[src/core/flash_margin_consts.svh]
// Offsets, field positions, encodings and reset values of the margin command block
`ifndef FLASH_MARGIN_CONSTS_SVH
`define FLASH_MARGIN_CONSTS_SVH

// Register byte offsets
`define FMC_OFS_DIVIDER 8'h00
`define FMC_OFS_INDEX 8'h02
`define FMC_OFS_STATUS 8'h06
`define FMC_OFS_WORD_HI 8'h0a
`define FMC_OFS_WORD_LO 8'h0b
`define FMC_OFS_RSV_A 8'h0d
`define FMC_OFS_RSV_B 8'h0e
`define FMC_OFS_RSV_C 8'h0f
`define FMC_OFS_OPTION 8'h10
`define FMC_OFS_RSV_D 8'h11
`define FMC_OFS_RSV_E 8'h12
`define FMC_OFS_RSV_F 8'h13
`define FMC_OFS_INT_STAT 8'h14
`define FMC_OFS_INT_MASK 8'h15
`define FMC_OFS_MARGIN 8'h16
`define FMC_OFS_VER_HI 8'h18
`define FMC_OFS_VER_LO 8'h19

// Status register bits
`define FMC_ST_COMMAND_COMPLETE_FLAG 7
`define FMC_ST_ACCESS_ERROR_FLAG 5
`define FMC_ST_PROTECTION_VIOLATION_FLAG 4

// Divider register bits
`define FMC_DIV_LOADED 7
`define FMC_DIV_LOCK 6

// Interrupt status and mask bits
`define FMC_INT_DONE 0
`define FMC_INT_ERR 1

// Command encodings
`define FMC_CMD_MARGIN 8'h0d
`define FMC_IDX_LEVEL 3'h1
`define FMC_BLK_PFLASH 2'h0
`define FMC_BLK_EEPROM 2'h1
`define FMC_WORD_NORMAL 16'h0000
`define FMC_WORD_MARGIN1 16'h0001
`define FMC_WORD_MARGIN0 16'h0002
`define FMC_LVL_NORMAL 2'h0
`define FMC_LVL_ERASED 2'h1
`define FMC_LVL_PROGRAMMED 2'h2

// Information row layout
`define FMC_INFO_VERSION_ADDR 20'h040b6
`define FMC_INFO_ONCE_BYTES 64

// Reset values
`define FMC_DIVIDER_RST 8'h00
`define FMC_MASK_RST 8'h00

`endif

[src/core/flash_margin_pkg.sv]
// Types shared by the margin command block
package flash_margin_pkg;
    typedef enum logic {CMD_IDLE, CMD_EXEC} cmd_state_t;
    typedef logic [1:0] margin_level_t;
endpackage

[src/core/flash_margin_level_command.sv]
// Margin level command sequencer with its register slave
//
// Design decision made here: strobed register access.
`timescale 1ns/10ps
`include "flash_margin_consts.svh"
// What this block does
// - Level word 0x0000 means normal, 0x0001 erased-side margin, 0x0002 programmed-side margin.
// - Clearing the complete flag launches the command, which applies the level and sets the flag.
// - An EEPROM target changes only the EEPROM read level.
// - A program flash target changes both program flash and EEPROM read levels.
// - A launch with word index other than 1 raises the access error and does nothing else.
// - A launch when the command is not permitted raises the access error and does nothing else.
// - A launch with an invalid block code raises the access error.
// - A launch with an undefined level word raises the access error.
// - All divider bits read back, bit 7 ignores the written value and sets on any accepted write, bit 6 is write-once-high and locks.
// - In special mode the low seven divider bits take any number of writes, bit 7 never.
// - Each factory reserved register reads zero and ignores writes.
// - The information row holds a two-byte version identifier and a 64-byte once field.
module flash_margin_level_command
    import flash_margin_pkg::*;
(
    input wire logic I_CLK,
    input wire logic I_ARST_N,
    input wire logic [7:0] I_ADDR,
    input wire logic [7:0] I_WDATA,
    input wire logic I_WR,
    input wire logic I_RD,
    output logic [7:0] O_RDATA,
    input wire logic I_SPECIAL_MODE,
    input wire logic I_MARGIN_CMD_PERMIT,
    input wire logic [7:0] I_NV_OPTION,
    input wire logic [15:0] I_VERSION_ID,
    output margin_level_t O_PFLASH_MARGIN,
    output margin_level_t O_EEPROM_MARGIN,
    output logic [5:0] O_TIMING_DIVIDER,
    output logic O_CMD_COMPLETE,
    output logic O_IRQ
);
    localparam int INFO_ONCE_BYTES = `FMC_INFO_ONCE_BYTES;
    localparam logic [19:0] INFO_VERSION_ADDR = `FMC_INFO_VERSION_ADDR;

    // The once field must be 64 bytes long and the version pair must start at an even address
    if (INFO_ONCE_BYTES != 64 || INFO_VERSION_ADDR[0] != 1'b0) begin : g_layout_check
        $error("information row layout constants are inconsistent");
    end

    cmd_state_t state_reg;
    cmd_state_t state_next;
    logic command_complete_flag_reg;
    logic [2:0] index_reg;
    logic [15:0] cmd_word_reg [0:1];
    logic [7:0] divider_reg;
    logic [7:0] option_reg;
    logic [7:0] mask_reg;
    logic [7:0] rdata_reg;
    logic irq_reg;
    margin_level_t pflash_margin_reg;
    margin_level_t eeprom_margin_reg;
    logic access_error_flag;
    logic protection_violation_flag;
    logic int_done;
    logic int_err;
    margin_level_t dec_level;
    logic dec_valid;

    // Address decode
    wire hit_div = (I_ADDR == `FMC_OFS_DIVIDER);
    wire hit_index = (I_ADDR == `FMC_OFS_INDEX);
    wire hit_stat = (I_ADDR == `FMC_OFS_STATUS);
    wire hit_hi = (I_ADDR == `FMC_OFS_WORD_HI);
    wire hit_lo = (I_ADDR == `FMC_OFS_WORD_LO);
    wire hit_opt = (I_ADDR == `FMC_OFS_OPTION);
    wire hit_istat = (I_ADDR == `FMC_OFS_INT_STAT);
    wire hit_mask = (I_ADDR == `FMC_OFS_INT_MASK);
    wire hit_margin = (I_ADDR == `FMC_OFS_MARGIN);
    wire hit_ver_hi = (I_ADDR == `FMC_OFS_VER_HI);
    wire hit_ver_lo = (I_ADDR == `FMC_OFS_VER_LO);
    wire hit_rsv = (I_ADDR == `FMC_OFS_RSV_A) || (I_ADDR == `FMC_OFS_RSV_B) ||
                   (I_ADDR == `FMC_OFS_RSV_C) || (I_ADDR == `FMC_OFS_RSV_D) ||
                   (I_ADDR == `FMC_OFS_RSV_E) || (I_ADDR == `FMC_OFS_RSV_F);

    wire wr_div = I_WR && hit_div;
    wire wr_stat = I_WR && hit_stat;
    wire wr_istat = I_WR && hit_istat;
    wire wr_mask = I_WR && hit_mask;
    // Command set-up registers freeze while a command runs
    wire wr_index = I_WR && hit_index && command_complete_flag_reg;
    wire word_sel_ok = (index_reg[2:1] == 2'b00);
    wire wr_hi = I_WR && hit_hi && command_complete_flag_reg && word_sel_ok;
    wire wr_lo = I_WR && hit_lo && command_complete_flag_reg && word_sel_ok;

    wire launch = wr_stat && I_WDATA[`FMC_ST_COMMAND_COMPLETE_FLAG] && command_complete_flag_reg && (state_reg == CMD_IDLE);
    wire in_exec = (state_reg == CMD_EXEC);

    // Checks made in the execute cycle on frozen parameters
    wire [15:0] word0 = cmd_word_reg[0];
    wire [15:0] word1 = cmd_word_reg[1];
    wire [1:0] blk_code = word0[1:0];
    wire err_index = (index_reg != `FMC_IDX_LEVEL);
    wire err_mode = !I_MARGIN_CMD_PERMIT;
    wire err_code = (word0[15:8] != `FMC_CMD_MARGIN);
    wire err_block = (blk_code != `FMC_BLK_PFLASH) && (blk_code != `FMC_BLK_EEPROM);
    wire err_level = !dec_valid;
    wire any_err = err_index | err_mode | err_code | err_block | err_level;
    wire exec_ok = in_exec && !any_err;
    wire exec_bad = in_exec && any_err;
    wire tgt_pflash = (blk_code == `FMC_BLK_PFLASH);

    margin_decoder u_decoder (
        .i_word(word1),
        .o_level(dec_level),
        .o_valid(dec_valid)
    );

    always_comb begin
        state_next = state_reg;
        case (state_reg)
            CMD_IDLE: begin
                if (launch) begin
                    state_next = CMD_EXEC;
                end
            end
            CMD_EXEC: begin
                state_next = CMD_IDLE;
            end
            default: begin
                state_next = CMD_IDLE;
            end
        endcase
    end

    // Program flash level also steers EEPROM reads; no flash-only setting exists
    wire margin_level_t pflash_next = (exec_ok && tgt_pflash) ? dec_level : pflash_margin_reg;
    wire margin_level_t eeprom_next = exec_ok ? dec_level : eeprom_margin_reg;

    // Divider: lock bit blocks writes in normal mode only
    wire div_open = I_SPECIAL_MODE || !divider_reg[`FMC_DIV_LOCK];
    wire [7:0] divider_next = (wr_div && div_open) ? {1'b1, I_WDATA[6:0]} : divider_reg;

    wire [7:0] stat_view = {command_complete_flag_reg, 1'b0, access_error_flag, protection_violation_flag, 4'h0};
    wire [7:0] int_view = {6'h00, int_err, int_done};
    wire [7:0] margin_view = {4'h0, eeprom_margin_reg, pflash_margin_reg};
    wire [7:0] word_hi_view = word_sel_ok ? cmd_word_reg[index_reg[0]][15:8] : 8'h00;
    wire [7:0] word_lo_view = word_sel_ok ? cmd_word_reg[index_reg[0]][7:0] : 8'h00;
    // Reserved and unmapped offsets fall through to zero
    wire [7:0] rd_mux = hit_div ? divider_reg :
                        hit_index ? {5'h00, index_reg} :
                        hit_stat ? stat_view :
                        hit_hi ? word_hi_view :
                        hit_lo ? word_lo_view :
                        hit_opt ? option_reg :
                        hit_istat ? int_view :
                        hit_mask ? mask_reg :
                        hit_margin ? margin_view :
                        hit_ver_hi ? I_VERSION_ID[15:8] :
                        hit_ver_lo ? I_VERSION_ID[7:0] :
                        8'h00;
    wire [7:0] rdata_next = I_RD ? rd_mux : 8'h00;
    wire irq_next = |(int_view & mask_reg);

    sticky_flag u_access_error_flag (
        .i_clk(I_CLK),
        .i_arst_n(I_ARST_N),
        .i_set(exec_bad),
        .i_clr(wr_stat && I_WDATA[`FMC_ST_ACCESS_ERROR_FLAG]),
        .o_q(access_error_flag)
    );

    // Nothing in this command raises a protection violation
    sticky_flag u_protection_violation_flag (
        .i_clk(I_CLK),
        .i_arst_n(I_ARST_N),
        .i_set(1'b0),
        .i_clr(wr_stat && I_WDATA[`FMC_ST_PROTECTION_VIOLATION_FLAG]),
        .o_q(protection_violation_flag)
    );

    sticky_flag u_int_done (
        .i_clk(I_CLK),
        .i_arst_n(I_ARST_N),
        .i_set(in_exec),
        .i_clr(wr_istat && I_WDATA[`FMC_INT_DONE]),
        .o_q(int_done)
    );

    sticky_flag u_int_err (
        .i_clk(I_CLK),
        .i_arst_n(I_ARST_N),
        .i_set(exec_bad),
        .i_clr(wr_istat && I_WDATA[`FMC_INT_ERR]),
        .o_q(int_err)
    );

    always_ff @(posedge I_CLK or negedge I_ARST_N) begin
        if (!I_ARST_N) begin
            state_reg <= CMD_IDLE;
            command_complete_flag_reg <= 1'b1;
        end else begin
            state_reg <= state_next;
            if (launch) begin
                command_complete_flag_reg <= 1'b0;
            end else if (in_exec) begin
                command_complete_flag_reg <= 1'b1;
            end
        end
    end

    always_ff @(posedge I_CLK or negedge I_ARST_N) begin
        if (!I_ARST_N) begin
            index_reg <= 3'h0;
            cmd_word_reg[0] <= 16'h0000;
            cmd_word_reg[1] <= 16'h0000;
        end else begin
            if (wr_index) begin
                index_reg <= I_WDATA[2:0];
            end
            if (wr_hi) begin
                cmd_word_reg[index_reg[0]][15:8] <= I_WDATA;
            end
            if (wr_lo) begin
                cmd_word_reg[index_reg[0]][7:0] <= I_WDATA;
            end
        end
    end

    // Option byte follows the storage lines; software writes never reach it
    always_ff @(posedge I_CLK or negedge I_ARST_N) begin
        if (!I_ARST_N) begin
            option_reg <= 8'h00;
        end else begin
            option_reg <= I_NV_OPTION;
        end
    end

    always_ff @(posedge I_CLK or negedge I_ARST_N) begin
        if (!I_ARST_N) begin
            divider_reg <= `FMC_DIVIDER_RST;
            mask_reg <= `FMC_MASK_RST;
            pflash_margin_reg <= `FMC_LVL_NORMAL;
            eeprom_margin_reg <= `FMC_LVL_NORMAL;
        end else begin
            divider_reg <= divider_next;
            pflash_margin_reg <= pflash_next;
            eeprom_margin_reg <= eeprom_next;
            if (wr_mask) begin
                mask_reg <= I_WDATA;
            end
        end
    end

    always_ff @(posedge I_CLK or negedge I_ARST_N) begin
        if (!I_ARST_N) begin
            rdata_reg <= 8'h00;
            irq_reg <= 1'b0;
        end else begin
            rdata_reg <= rdata_next;
            irq_reg <= irq_next;
        end
    end

    assign O_RDATA = rdata_reg;
    assign O_IRQ = irq_reg;
    assign O_PFLASH_MARGIN = pflash_margin_reg;
    assign O_EEPROM_MARGIN = eeprom_margin_reg;
    assign O_TIMING_DIVIDER = divider_reg[5:0];
    assign O_CMD_COMPLETE = command_complete_flag_reg;
endmodule // flash_margin_level_command

[src/core/margin_decoder.sv]
// Decoder of the margin level parameter word
`timescale 1ns/10ps
`include "flash_margin_consts.svh"
module margin_decoder
    import flash_margin_pkg::*;
(
    input wire logic [15:0] i_word,
    output margin_level_t o_level,
    output logic o_valid
);
    wire is_normal = (i_word == `FMC_WORD_NORMAL);
    wire is_erased = (i_word == `FMC_WORD_MARGIN1);
    wire is_programmed = (i_word == `FMC_WORD_MARGIN0);
    assign o_valid = is_normal | is_erased | is_programmed;
    assign o_level = is_erased ? `FMC_LVL_ERASED :
                     is_programmed ? `FMC_LVL_PROGRAMMED : `FMC_LVL_NORMAL;
endmodule // margin_decoder

[src/core/sticky_flag.sv]
// Sticky flag, hardware set wins over software clear
`timescale 1ns/10ps
module sticky_flag (
    input wire logic i_clk,
    input wire logic i_arst_n,
    input wire logic i_set,
    input wire logic i_clr,
    output logic o_q
);
    always_ff @(posedge i_clk or negedge i_arst_n) begin
        if (!i_arst_n) begin
            o_q <= 1'b0;
        end else if (i_set) begin
            o_q <= 1'b1;
        end else if (i_clr) begin
            o_q <= 1'b0;
        end
    end
endmodule // sticky_flag

[config.mk]
export PLATFORM = sky130hd
export DESIGN_NAME = flash_margin_level_command
export DESIGN_NICKNAME = d
export VERILOG_FILES = /design/src/core/flash_margin_pkg.sv /design/src/core/flash_margin_level_command.sv /design/src/core/margin_decoder.sv /design/src/core/sticky_flag.sv
export VERILOG_INCLUDE_DIRS = /design/src /design/src/core
export SDC_FILE = /design/constraint.sdc
export NUM_CORES = 1
export LEC_CHECK = 0
export BUFFER_PORTS_ARGS = -buffer_cell sky130_fd_sc_hd__buf_4
export CAP_MARGIN = 20
export CORE_MARGIN = 1
export CORE_UTILIZATION = 45
export CTS_CLUSTER_DIAMETER = 150
export DETAILED_ROUTE_END_ITERATION = 10
export GPL_TIMING_DRIVEN = 0
export PLACE_DENSITY_LB_ADDON = 0.15
export SYNTH_ARGS = -nofsm -noshare
export SYNTH_HDL_FRONTEND = slang
export SYNTH_SLANG_ARGS = --single-unit
[constraint.sdc]
create_clock -name I_CLK -period 2.2 [get_ports I_CLK]
set_input_delay 0.44 -clock I_CLK [delete_from_list [all_inputs] [get_ports I_CLK]]
set_output_delay 0.44 -clock I_CLK [all_outputs]
set_load 0.01 [all_outputs]
# After elaboration in Yosys (flattened, before gate mapping)
# Cells that the tools add are included.
[totals]
out_inout_bits = 20
input_bits = 46
regBits = 77
word_cells = 117
[classes]
n_reduce_logical = 39
n_eq_ne = 15
order_cmp = 2
n_bitwise = 9
n_mux = 37
[op_table]
columns = ["op", "n"]
rows = [
  ["$mux W8", 15],
  ["$bwmux W32", 2],
  ["$mux W16", 4],
  ["$mux W32", 2],
  ["$eq A8 B5 Y1 const B", 6],
  ["$demux W16 S1", 2],
  ["$logic_and A1 B1 Y1", 24],
  ["$eq A16 B1 Y1 const B", 1],
  ["$eq A16 B2 Y1 const B", 1],
  ["$eq A8 B4 Y1 const B", 2],
  ["$logic_not A16 Y1", 1],
  ["$reduce_bool A2 Y1", 5],
  ["$mux W1", 9],
  ["$and A2 B8 Y8", 1],
  ["$eq A8 B2 Y1 const B", 1],
  ["$eq A8 B3 Y1 const B", 1],
  ["$logic_not A8 Y1", 1],
  ["$ne A8 B4 Y1 const B", 1],
  ["$reduce_or A8 Y1", 1],
  ["$or A1 B1 Y1", 6],
  ["$logic_not A1 Y1", 4],
  ["$logic_not A2 Y1", 2],
  ["$mux W2", 2],
  ["$ne A3 B1 Y1 const B", 1],
  ["7 further kinds", 7],
]

# Depth between registers and ports, before layout
# Gate-level depths: netlist of the first run.
[depth]
word_depth = 13
depth_mapped = 8
depth_no_buf = 5

# Modules after synthesis
# Synthesis of the first run repeated with hierarchy kept, for this count alone.
[hier_totals]
cells_unflattened = 370
area_unflattened_um2 = 4126.5
[modules_own_cells]
columns = ["module", "n_inst", "cells_each", "area_each_um2", "seq_area_each_um2"]
rows = [
  ["flash_margin_level_command", 1, 348, 3896.2, 1853.0],
  ["sticky_flag", 4, 3, 36.3, 25.0],
  ["margin_decoder", 1, 10, 85.1, 0.0],
]

# Least setup slack after synthesis of the first run
# No wires, ideal clock.
[synth_timing]
path_kind = "input port to flip-flop"
from = "in I_ADDR[3]"
to = "reg cmd_word_reg, in the netlist word0[0]"
setup_slack_ns = 0.088
n_path_buf = 2
arrival_ns = 1.987
required_ns = 2.075
setup_ns = 0.125
path_stages = 6
path_cell_list = "buf_2 nor2b_1 buf_2 nand4_1 nor3_2 mux2_2"
[synth_between]
elab_chain_cells = 7
elab_cells_between_ends = 11
cone_classes = "eq/ne (2); mux (3); reduce/logical (6)"
[synth_lines]
columns = ["item", "line_no", "text"]
rows = [
  ["start: declaration", "flash_margin_level_command.sv:24", "input wire logic [7:0] I_ADDR,"],
  ["$eq A8 B4 Y1 (no source line)", "--", ""],
  ["$logic_and A1 B1 Y1 (3 in series)", "flash_margin_level_command.sv:89", "wire wr_hi = I_WR && hit_hi && command_complete_flag_reg && word_sel_ok;"],
  ["$mux W32", "flash_margin_level_command.sv:217", "if (wr_hi) begin"],
  ["$bwmux W32", "flash_margin_level_command.sv:221", "cmd_word_reg[index_reg[0]][7:0] <= I_WDATA;"],
  ["$mux W32 (*)", "flash_margin_level_command.sv:220", "if (wr_lo) begin"],
  ["end: declaration", "flash_margin_level_command.sv:51", "logic [15:0] cmd_word_reg [0:1];"],
]
# Every way passes the cells marked *; elsewhere a longest branch is shown, timed or not.
# A chain may end at the register's enable or synchronous reset.

# Worst setup path in the final report of the first run
[layout_timing]
from = "in I_ADDR[0]"
to = "reg cmd_word_reg, in the netlist word0[6]"
# The elaborated chain is that of the path after synthesis.

==> impl_metrics.py, run 1 <==
metrics = {
    "logic_synthesis": {
        "post_synth.cell_area_avg_um2": 11.5,
        "netlist_instances": 346,
        "synthFlopType": "dfrtp_1",
        "synth_edf_count": 0,
        "yosys.cell_types.count": 55,
        "synth_top_cell_area_share_pct": 47.8,
        "synth_nets": 392,
        "mappedNetlistArea_um2": 3980,
        "synth_area_leaders": "dfrtp_1 (48%), mux2_2 (15%), mux2i_1 (2.8%)",
        "synthArstFlopShare_pct": 100,
        "ys_seq_area_share_pct": 48.4,
        "synth_top_area_cell": "dfrtp_1",
        "ys_ff_latch": 77,
        "yosysWarnings": 0,
    },
    "worst_setup_path": {
        "critPathLaunchType": "primary input",
        "arrival_ns": 2.35,
        "crit_path_top_delay_cell": "nand4_1",
        "path_class": "in2reg",
        "crit_top_cell": "buf_4",
        "required_ns": 2.44,
        "crit_path_end_kind": "flip-flop",
        "crit_chain": "buf_4 > buf_2 > nor3b_1 > nand4_1 > nor3_4 > buf_4 > mux2_2",
        "slowest_delay_ns": 0.43,
        "worstPathMaxFanout": 10,
    },
    "final_layout": {
        "finalInstanceArea_um2": 4840,
        "fillers": 702,
        "antenna_cells": 0,
        "stdcell_count": 533,
        "final_net_count": 469,
        "drive_above_1_share_pct": 39.0,
        "areaGrowthSynthToFinish_pct": 21.6,
        "seq_area_um2": 1930,
        "multiInputGateArea_um2": 1940,
        "final_util_pct": 57.7,
    },
    "cts": {
        "cts_inserted_buffers": 9,
        "cts_root_buf": "clkbuf_8",
        "cts-htree-levels": 3,
        "clockBufferDepth": 2,
        "cts_tree": "done",
        "ctsHoldBuffers": 0,
        "clkLatencyLatePin_ns": 0.36,
        "clock-sinks": 77,
        "clk_pin_slew_ns": 0.08,
    },
    "drt": {
        "dr.pass1.iters": 4,
        "drc": 0,
        "avgViaCountPerCell": 5.99,
        "drtIter0Drc": 250,
        "routed_wl_um": 11100,
        "ant_nets": 0,
        "wl_per_cell_um": 20.8,
        "via_count": 3193,
    },
    "sta": {
        "grt_setup_unrepaired": "no",
        "max_slew_margin_pct": 34.8,
        "fin_crit_sh_pct": 95.8,
        "period_needed_ns": 2.11,
        "fmax_mhz": 474,
        "fin_skew_ns": 0.00931,
        "worst_pin_slew_ns": 0.977,
        "setup_viol": 0,
        "maxSlewViolCount": 0,
        "hold_viol_final": 0,
    },
    "placement": {
        "dpl_cell_area_um2": 4590,
        "io_buffers": 63,
        "place_hpwl_um": 7950,
        "post-place-cells": 514,
        "place.gp.congestion": 0.918,
    },
    "die": {
        "dieWidth_um": 96.1,
        "start_util_pct": 47.5,
        "ios": 66,
        "core_area_um2": 8380,
        "dieArea_um2": 9230,
        "dieHeight_um": 96.1,
        "fp-row-count": 33,
    },
    "pwr": {
        "power_density_nw_per_um2": 576,
        "worst_ir_drop_vdd_v": 0.000328,
        "p_leak_nw": 2.20,
    },
    "global_route": {
        "gr-total-overflow": 0,
        "track_usage_pct": 25.8,
        "grt_max_degree": 78,
        "antenna_found_initial": 0,
        "grt_first_pass_wirelength_um": 17000,
        "grt_pass1_vias": 3097,
    },
    "outcome": {
        "outcome": "finished, final reports clean",
    },
    "hold_path": {
        "holdCritPathClass": "in2reg",
    },
    "flow_run": {
        "cap_violations": 0,
    },
}
[power breakdown]
group / switching, mW / internal, mW / leakage, nW / total, mW
combinational: 0.187 / 0.147 / 1.07 / 0.334
sequential: 0.0309 / 1.46 / 1.05 / 1.49
clock: 0.525 / 0.442 / 0.0807 / 0.966
[synthesized netlist by cell type (all sizes together) (7+ instances only)]
cell and n:
inv 7, a21oi 9, nand2 14, nand3 16
mux2i 11, mux2 54, nor2b 9, dfrtp 76
clkbuf 11, buf 16, nor2 7, a22oi 10
o21ai 12, nor4 8, a211oi 7, nor3 7
[metal layers]
| layer | vias to the layer above | track usage (%) | share of wire [%] |
|---|---|---|---|
| met5 | - | 0 | 0 |
| met4 | 0 | 10.4 | 2.5 |
| met3 | 23 | 5.61 | 7.6 |
| met2 | 141 | 39.1 | 45 |
| met1 | 1568 | 35.9 | 44 |
| li1 | 1461 | - | - |
[timing repair]
item                                    in CTS  in global routing
resized for setup                            4                  9
endpoints found under the setup margin      19                 35
buffers inserted                             0                  3
pin swaps                                    0                  5
[kinds of logic after synthesis]
| family | count (synthesis) | synth area share (%) |
|---|---|---|
| AOI/OAI and AO/OA | 74 | 13.5 |
| and+or+nand+nor | 94 | 14.8 |
| muxes | 67 | 19.2 |
| DFF | 77 | 48.4 |
| buffers and inverters | 34 | 4.09 |
[through the flow]
step                      total power, mW  setup WS (ns)  setup TNS [ns]  hold slack (ns)
final                                2.79         0.0921               0            0.181
after global routing                 2.90         0.0282               0            0.170
after CTS                            2.80         -0.193           -2.66            0.174
after detailed placement             1.84         -0.582          -15.75            0.453
after global placement               1.84         -0.633          -15.16            0.454
after floorplan                      1.67         0.0879               0            0.144
[critical path, delay by kind of cell]
family                 cells  cell delay [ns]
muxes                      1             0.35
buffers and inverters      3             0.58
and+or+nand+nor            3             0.97
[layout make-up]
class | count | area share (%)
plain buffers | 27 | 2.87
clock inverters | 2 | 0.259
clock buffers | 14 | 3.15
repair buffers | 66 | 10.5
well taps | 105 | 2.71
multi-input cells | 235 | 40.1
inverters | 7 | 0.543
flip-flops and latches | 77 | 39.8
[cell usage in the layout, fill, tap and decap left out, drive strengths merged, types with 7 or more instances in the layout]
master and count:
nand3 16, a22oi 10, nor2b 9, mux2i 11
a211oi 7, mux2 54, o21ai 12, buf 82
clkbuf 25, nand2 14, a21oi 9, inv 7
nor2 7, dfrtp 76, nor3 7, nor4 8
[worst paths after layout]
path | start | to | slack [ns] | cells past startpoint
min | I_NV_OPTION[0] | option_reg[0] | 0.18 | 1
min reg2reg | divider_reg[7] | divider_reg[7] | 0.48 | 1
max reg2reg | word0[1] | O_PFLASH_MARGIN[1] | 0.10 | 5
max in group asynchronous | I_ARST_N | O_EEPROM_MARGIN[1] | 1.33 | 1
min in group asynchronous | I_ARST_N | O_RDATA[6] | 0.21 | 1
max | I_ADDR[0] | word0[6] | 0.09 | 7
Note: power is estimated with default switching activity, not from simulation.
==> run 2: changes to the inputs <==
--- a/config.mk
+++ b/config.mk
@@ -10,6 +10,7 @@
 export CAP_MARGIN = 20
 export CORE_MARGIN = 1
 export CORE_UTILIZATION = 45
+export CTS_BUF_LIST = sky130_fd_sc_hd__clkbuf_16
 export CTS_CLUSTER_DIAMETER = 150
 export DETAILED_ROUTE_END_ITERATION = 10
 export GPL_TIMING_DRIVEN = 0
==> run 2 against run 1 <==
Against the previous run:
- cell count unchanged
- non-clock buffer count unchanged
- via count rose by 0.91%
- combinational power barely moved
- clock power is 37% higher
- global-route usage is 0.15 points higher
- core utilization rose by 1.1 points
- highest routed layer unchanged
==> impl_metrics.py, run 2 (synthesized netlist as in run 1, its figures left out) <==
metrics = {
    "worst_setup_path": {
        "critPathLaunchType": "primary input",
        "arrival_ns": 2.39,
        "crit_path_end_kind": "flip-flop",
        "worstPathMaxFanout": 10,
        "required_ns": 2.42,
        "path_class": "in2reg",
    },
    "cts": {
        "clkLatencyLatePin_ns": 0.34,
        "cts_root_buf": "clkbuf_16",
        "ctsHoldBuffers": 0,
        "clk_pin_slew_ns": 0.06,
        "cts_tree": "done",
        "clock-sinks": 77,
        "clockBufferDepth": 2,
        "cts_inserted_buffers": 9,
        "cts-htree-levels": 3,
    },
    "die": {
        "start_util_pct": 47.5,
        "ios": 66,
        "dieWidth_um": 96.1,
        "dieHeight_um": 96.1,
        "dieArea_um2": 9230,
        "core_area_um2": 8380,
        "fp-row-count": 33,
    },
    "sta": {
        "period_needed_ns": 2.18,
        "maxSlewViolCount": 0,
        "fin_skew_ns": 0.00987,
        "fin_crit_sh_pct": 98.9,
        "fmax_mhz": 460,
        "worst_pin_slew_ns": 0.967,
        "hold_viol_final": 0,
        "max_slew_margin_pct": 35.6,
        "whs_ns": 0.207,
        "setup_viol": 0,
    },
    "hold_path": {
        "holdCritPathClass": "in2reg",
    },
    "final_layout": {
        "mostFrequentLayoutCells": "dfrtp_1 (76), buf_4 (71), mux2_2 (53)",
        "fillers": 688,
        "antenna_cells": 0,
        "seq_area_um2": 1930,
        "areaGrowthSynthToFinish_pct": 23.9,
        "stdcell_count": 533,
        "drive_above_1_share_pct": 38.8,
        "final_net_count": 469,
        "final_common_cell": "dfrtp_1",
        "multiInputGateArea_um2": 1940,
    },
    "drt": {
        "wl_per_cell_um": 21.1,
        "drtIter0Drc": 309,
        "dr.pass1.iters": 5,
        "via_count": 3222,
        "avgViaCountPerCell": 6.05,
        "drc": 0,
        "ant_nets": 0,
        "routed_wl_um": 11300,
    },
    "global_route": {
        "antenna_found_initial": 0,
        "grt_max_degree": 78,
        "gr-total-overflow": 0,
        "grt_first_pass_wirelength_um": 17100,
        "grt_pass1_vias": 3128,
        "track_usage_pct": 26.0,
    },
    "placement": {
        "io_buffers": 63,
        "post-place-cells": 514,
        "place.gp.congestion": 0.918,
        "place_hpwl_um": 7950,
    },
    "flow_run": {
        "cap_violations": 0,
    },
    "pwr": {
        "power.total_mw": 3.15,
        "worst_ir_drop_vdd_v": 0.000351,
        "p_leak_nw": 2.26,
        "power_density_nw_per_um2": 638,
    },
    "outcome": {
        "outcome": "finished, final reports clean",
    },
}
## run 2: cell count changes in the layout (fill, tap and decap cells not counted), sizes merged
cell,previous run,this run
clkbuf,25,20
inv,7,11
clkinv,1,2
## run 2: layout make-up
type,count,share of cell area (%)
flip-flops and latches,77,39.1
clock inverters,7,0.634
inverters,7,0.533
plain buffers,27,2.82
repair buffers,66,10.3
well taps,105,2.66
multi-input cells,235,39.4
clock buffers,9,4.57
## run 2: per-stage QoR
step                worst slack [ns]  instance area [um2]  utilization, %   TNS (ns)
floorplan                     0.0879                 3980               -          0
global placement              -0.633                 4590            54.7     -15.16
detailed placement            -0.582                 4590            54.7     -15.75
CTS                           -0.219                 4870            58.1      -3.10
global route               -0.000336                 4930            58.8  -0.000336
finish                        0.0237                 4930            58.8          0
## run 2: layer usage
layer,routed length [um],track usage (%),vias to the layer above
li1,-,-,1464
met1,4950,36.4,1597
met2,5240,39.5,139
met3,862,5.69,22
met4,217,9.20,0
met5,0,0,-
## run 2: path summary, 6_finish.rpt
check                               start             end  slack, ns  depth (start not counted)
max                             I_ADDR[0]        word0[7]       0.02                          7
min                        I_NV_OPTION[0]   option_reg[0]       0.21                          1
max reg2reg                  index_reg[1]        word0[7]       0.08                          5
min reg2reg                divider_reg[7]  divider_reg[7]       0.47                          1
max in group asynchronous        I_ARST_N  u_int_done.o_q       1.32                          1
min in group asynchronous        I_ARST_N      O_RDATA[6]       0.26                          1
## run 2: timing repair
item | in CTS | in global routing
pin swaps | 0 | 5
endpoints found under the setup margin | 19 | 35
resized for setup | 4 | 9
buffers inserted | 0 | 3
## run 2: critical path: stages
cell	delay, ns
buf_4	0.09
buf_2	0.28
nor3b_1	0.29
nand4_1	0.45
nor3_4	0.26
buf_4	0.22
mux2_2	0.35
## run 2: report_power, final
group	leakage (nW)	internal [mW]	switching, mW
registers	1.05	1.46	0.0317
logic	1.07	0.148	0.188
clock network	0.138	0.742	0.576
==> run 3: changes to the inputs <==
--- a/config.mk
+++ b/config.mk
@@ -8,7 +8,7 @@
 export LEC_CHECK = 0
 export BUFFER_PORTS_ARGS = -buffer_cell sky130_fd_sc_hd__buf_4
 export CAP_MARGIN = 20
-export CORE_MARGIN = 1
+export CORE_MARGIN = 2
 export CORE_UTILIZATION = 45
 export CTS_BUF_LIST = sky130_fd_sc_hd__clkbuf_16
 export CTS_CLUSTER_DIAMETER = 150
==> run 3 against run 2 <==
Against the previous run:
- final area grew 1.2%
- via count shrank 0.34%
- sequential share of layout area shrank 0.46 points
- core utilization shrank 1.0 points
- setup slack gained 0.066 ns
- global-route usage shrank 2.3 points
- total power grew 6.6%
- critical path depth shrank 3
- maximum frequency grew 3.1%
==> impl_metrics.py, run 3 (synthesized netlist as in run 1, its figures left out) <==
metrics = {
    "outcome": {
        "outcome": "finished, final reports clean",
    },
    "worst_setup_path": {
        "crit_path_end_kind": "flip-flop",
        "crit_path_top_delay_cell": "nor4_4",
        "required_ns": 2.42,
        "arrival_ns": 2.33,
        "r2r-end": "word0[8]",
        "path_class": "reg2reg",
        "worstPathMaxFanout": 10,
        "r2r-start": "index_reg[1]",
        "r2r_cells": 4,
        "r2r_slack_ns": 0.09,
        "slowest_delay_ns": 0.59,
        "critPathLaunchType": "flip-flop",
        "crit_chain": "or2_2 > clkbuf_1 > nor4_4 > mux2_2",
    },
    "sta": {
        "hold_viol_final": 0,
        "max_slew_margin_pct": 34.5,
        "setup_viol": 0,
        "fmax_mhz": 474,
        "worst_pin_slew_ns": 0.982,
        "tns_ns": 0,
        "fin_crit_sh_pct": 95.9,
        "fin_skew_ns": 0.0112,
        "period_needed_ns": 2.11,
        "fin_ws_ns": 0.0902,
        "grt_setup_unrepaired": "yes",
        "maxSlewViolCount": 0,
    },
    "die": {
        "dieHeight_um": 98.1,
        "dieWidth_um": 98.1,
        "fp-row-count": 34,
        "core_area_um2": 8640,
        "start_util_pct": 46.1,
        "dieArea_um2": 9620,
        "ios": 66,
    },
    "pwr": {
        "p_leak_nw": 2.28,
        "worst_ir_drop_vdd_v": 0.000360,
        "power.total_mw": 3.35,
        "power_density_nw_per_um2": 672,
    },
    "cts": {
        "clockBufferDepth": 2,
        "clkLatencyLatePin_ns": 0.34,
        "cts_inserted_buffers": 9,
        "cts-htree-levels": 3,
        "cts_tree": "done",
        "clk_pin_slew_ns": 0.06,
        "cts_root_buf": "clkbuf_16",
        "clock-sinks": 77,
    },
    "drt": {
        "ant_nets": 0,
        "wl_per_cell_um": 20.7,
        "dr.pass1.iters": 5,
        "avgViaCountPerCell": 5.98,
        "drc": 0,
        "drtIter0Drc": 191,
        "routed_wl_um": 11100,
        "via_count": 3211,
    },
    "global_route": {
        "grt_pass1_vias": 3129,
        "gr-total-overflow": 0,
        "track_usage_pct": 23.7,
        "grt_max_degree": 78,
        "grt_first_pass_wirelength_um": 17400,
        "antenna_found_initial": 0,
    },
    "final_layout": {
        "mostFrequentLayoutCells": "dfrtp_1 (76), buf_4 (72), mux2_2 (53)",
        "areaGrowthSynthToFinish_pct": 25.3,
        "final_util_pct": 57.8,
        "drive_above_1_share_pct": 40.1,
        "antenna_cells": 0,
        "final_net_count": 470,
        "final_common_cell": "dfrtp_1",
        "fillers": 732,
        "finalInstanceArea_um2": 4990,
    },
    "hold_path": {
        "holdCritPathClass": "in2reg",
        "hold_path_end": "option_reg[2]",
        "hold_depth": 1,
        "min_from": "I_NV_OPTION[2]",
    },
    "placement": {
        "place_hpwl_um": 7900,
        "io_buffers": 63,
        "pre_cts_ws_ns": -0.601,
        "place.gp.congestion": 0.887,
        "dpl_cell_area_um2": 4590,
    },
    "flow_run": {
        "cap_violations": 0,
    },
}
## run 3: metal layers
layer	GRT usage [%]	vias up	wire, um
li1	-	1454	-
met1	32.8	1610	4890
met2	38.1	135	5280
met3	5.73	12	803
met4	5.13	0	128
met5	0	-	0
## run 3: cell type report
type                    count  area (um2)  area share [%]
repair buffers             67         515            10.3
clock buffers               9         225            4.51
well taps                 108         135            2.71
multi-input cells         235        1940            38.9
inverters                   7        26.3           0.527
flip-flops and latches     77        1930            38.6
plain buffers              27         138            2.76
clock inverters             7        80.1            1.60
## run 3: critical path, delay by kind of cell, from the launching register on
kind | cells | cell delay, ns
DFF | 1 | 0.42
buffers and inverters | 1 | 0.28
and+or+nand+nor | 2 | 0.89
muxes | 1 | 0.41
## run 3: how the worst max path moves through the flow
stage / depth (start not counted) / end / startpoint
6_report: 4 / word0[8] / index_reg[1]
5_1_grt: 6 / word0[6] / I_ADDR[5]
4_1_cts: 6 / word0[7] / I_ADDR[0]
3_5_place_dp: 7 / O_RDATA[3] / I_ADDR[0]
3_3_place_gp: 7 / O_RDATA[3] / I_ADDR[0]
2_1_floorplan: 6 / word0[0] / I_ADDR[3]
## run 3: power by group
part / internal [mW] / switching [mW] / leakage [nW]
sequential: 1.46 / 0.0305 / 1.05
combinational: 0.148 / 0.187 / 1.08
clock: 0.894 / 0.632 / 0.148
## run 3: what timing repair did
item | CTS | global route
endpoints found under the hold margin | 0 | 0
endpoints found under the setup margin | 19 | 36
gates cloned | 0 | 0
pin swaps | 0 | 4
resized for setup | 4 | 8
setup buffers | 0 | 4
hold buffers | 0 | 0
## run 3: stage by stage
| step | hold WS [ns] | std cells |
|---|---|---|
| finish | 0.204 | 537 |
| global route | 0.196 | 537 |
| floorplan | 0.144 | 346 |
| CTS | 0.202 | 533 |
| detailed placement | 0.464 | 517 |
| global placement | 0.465 | 517 |
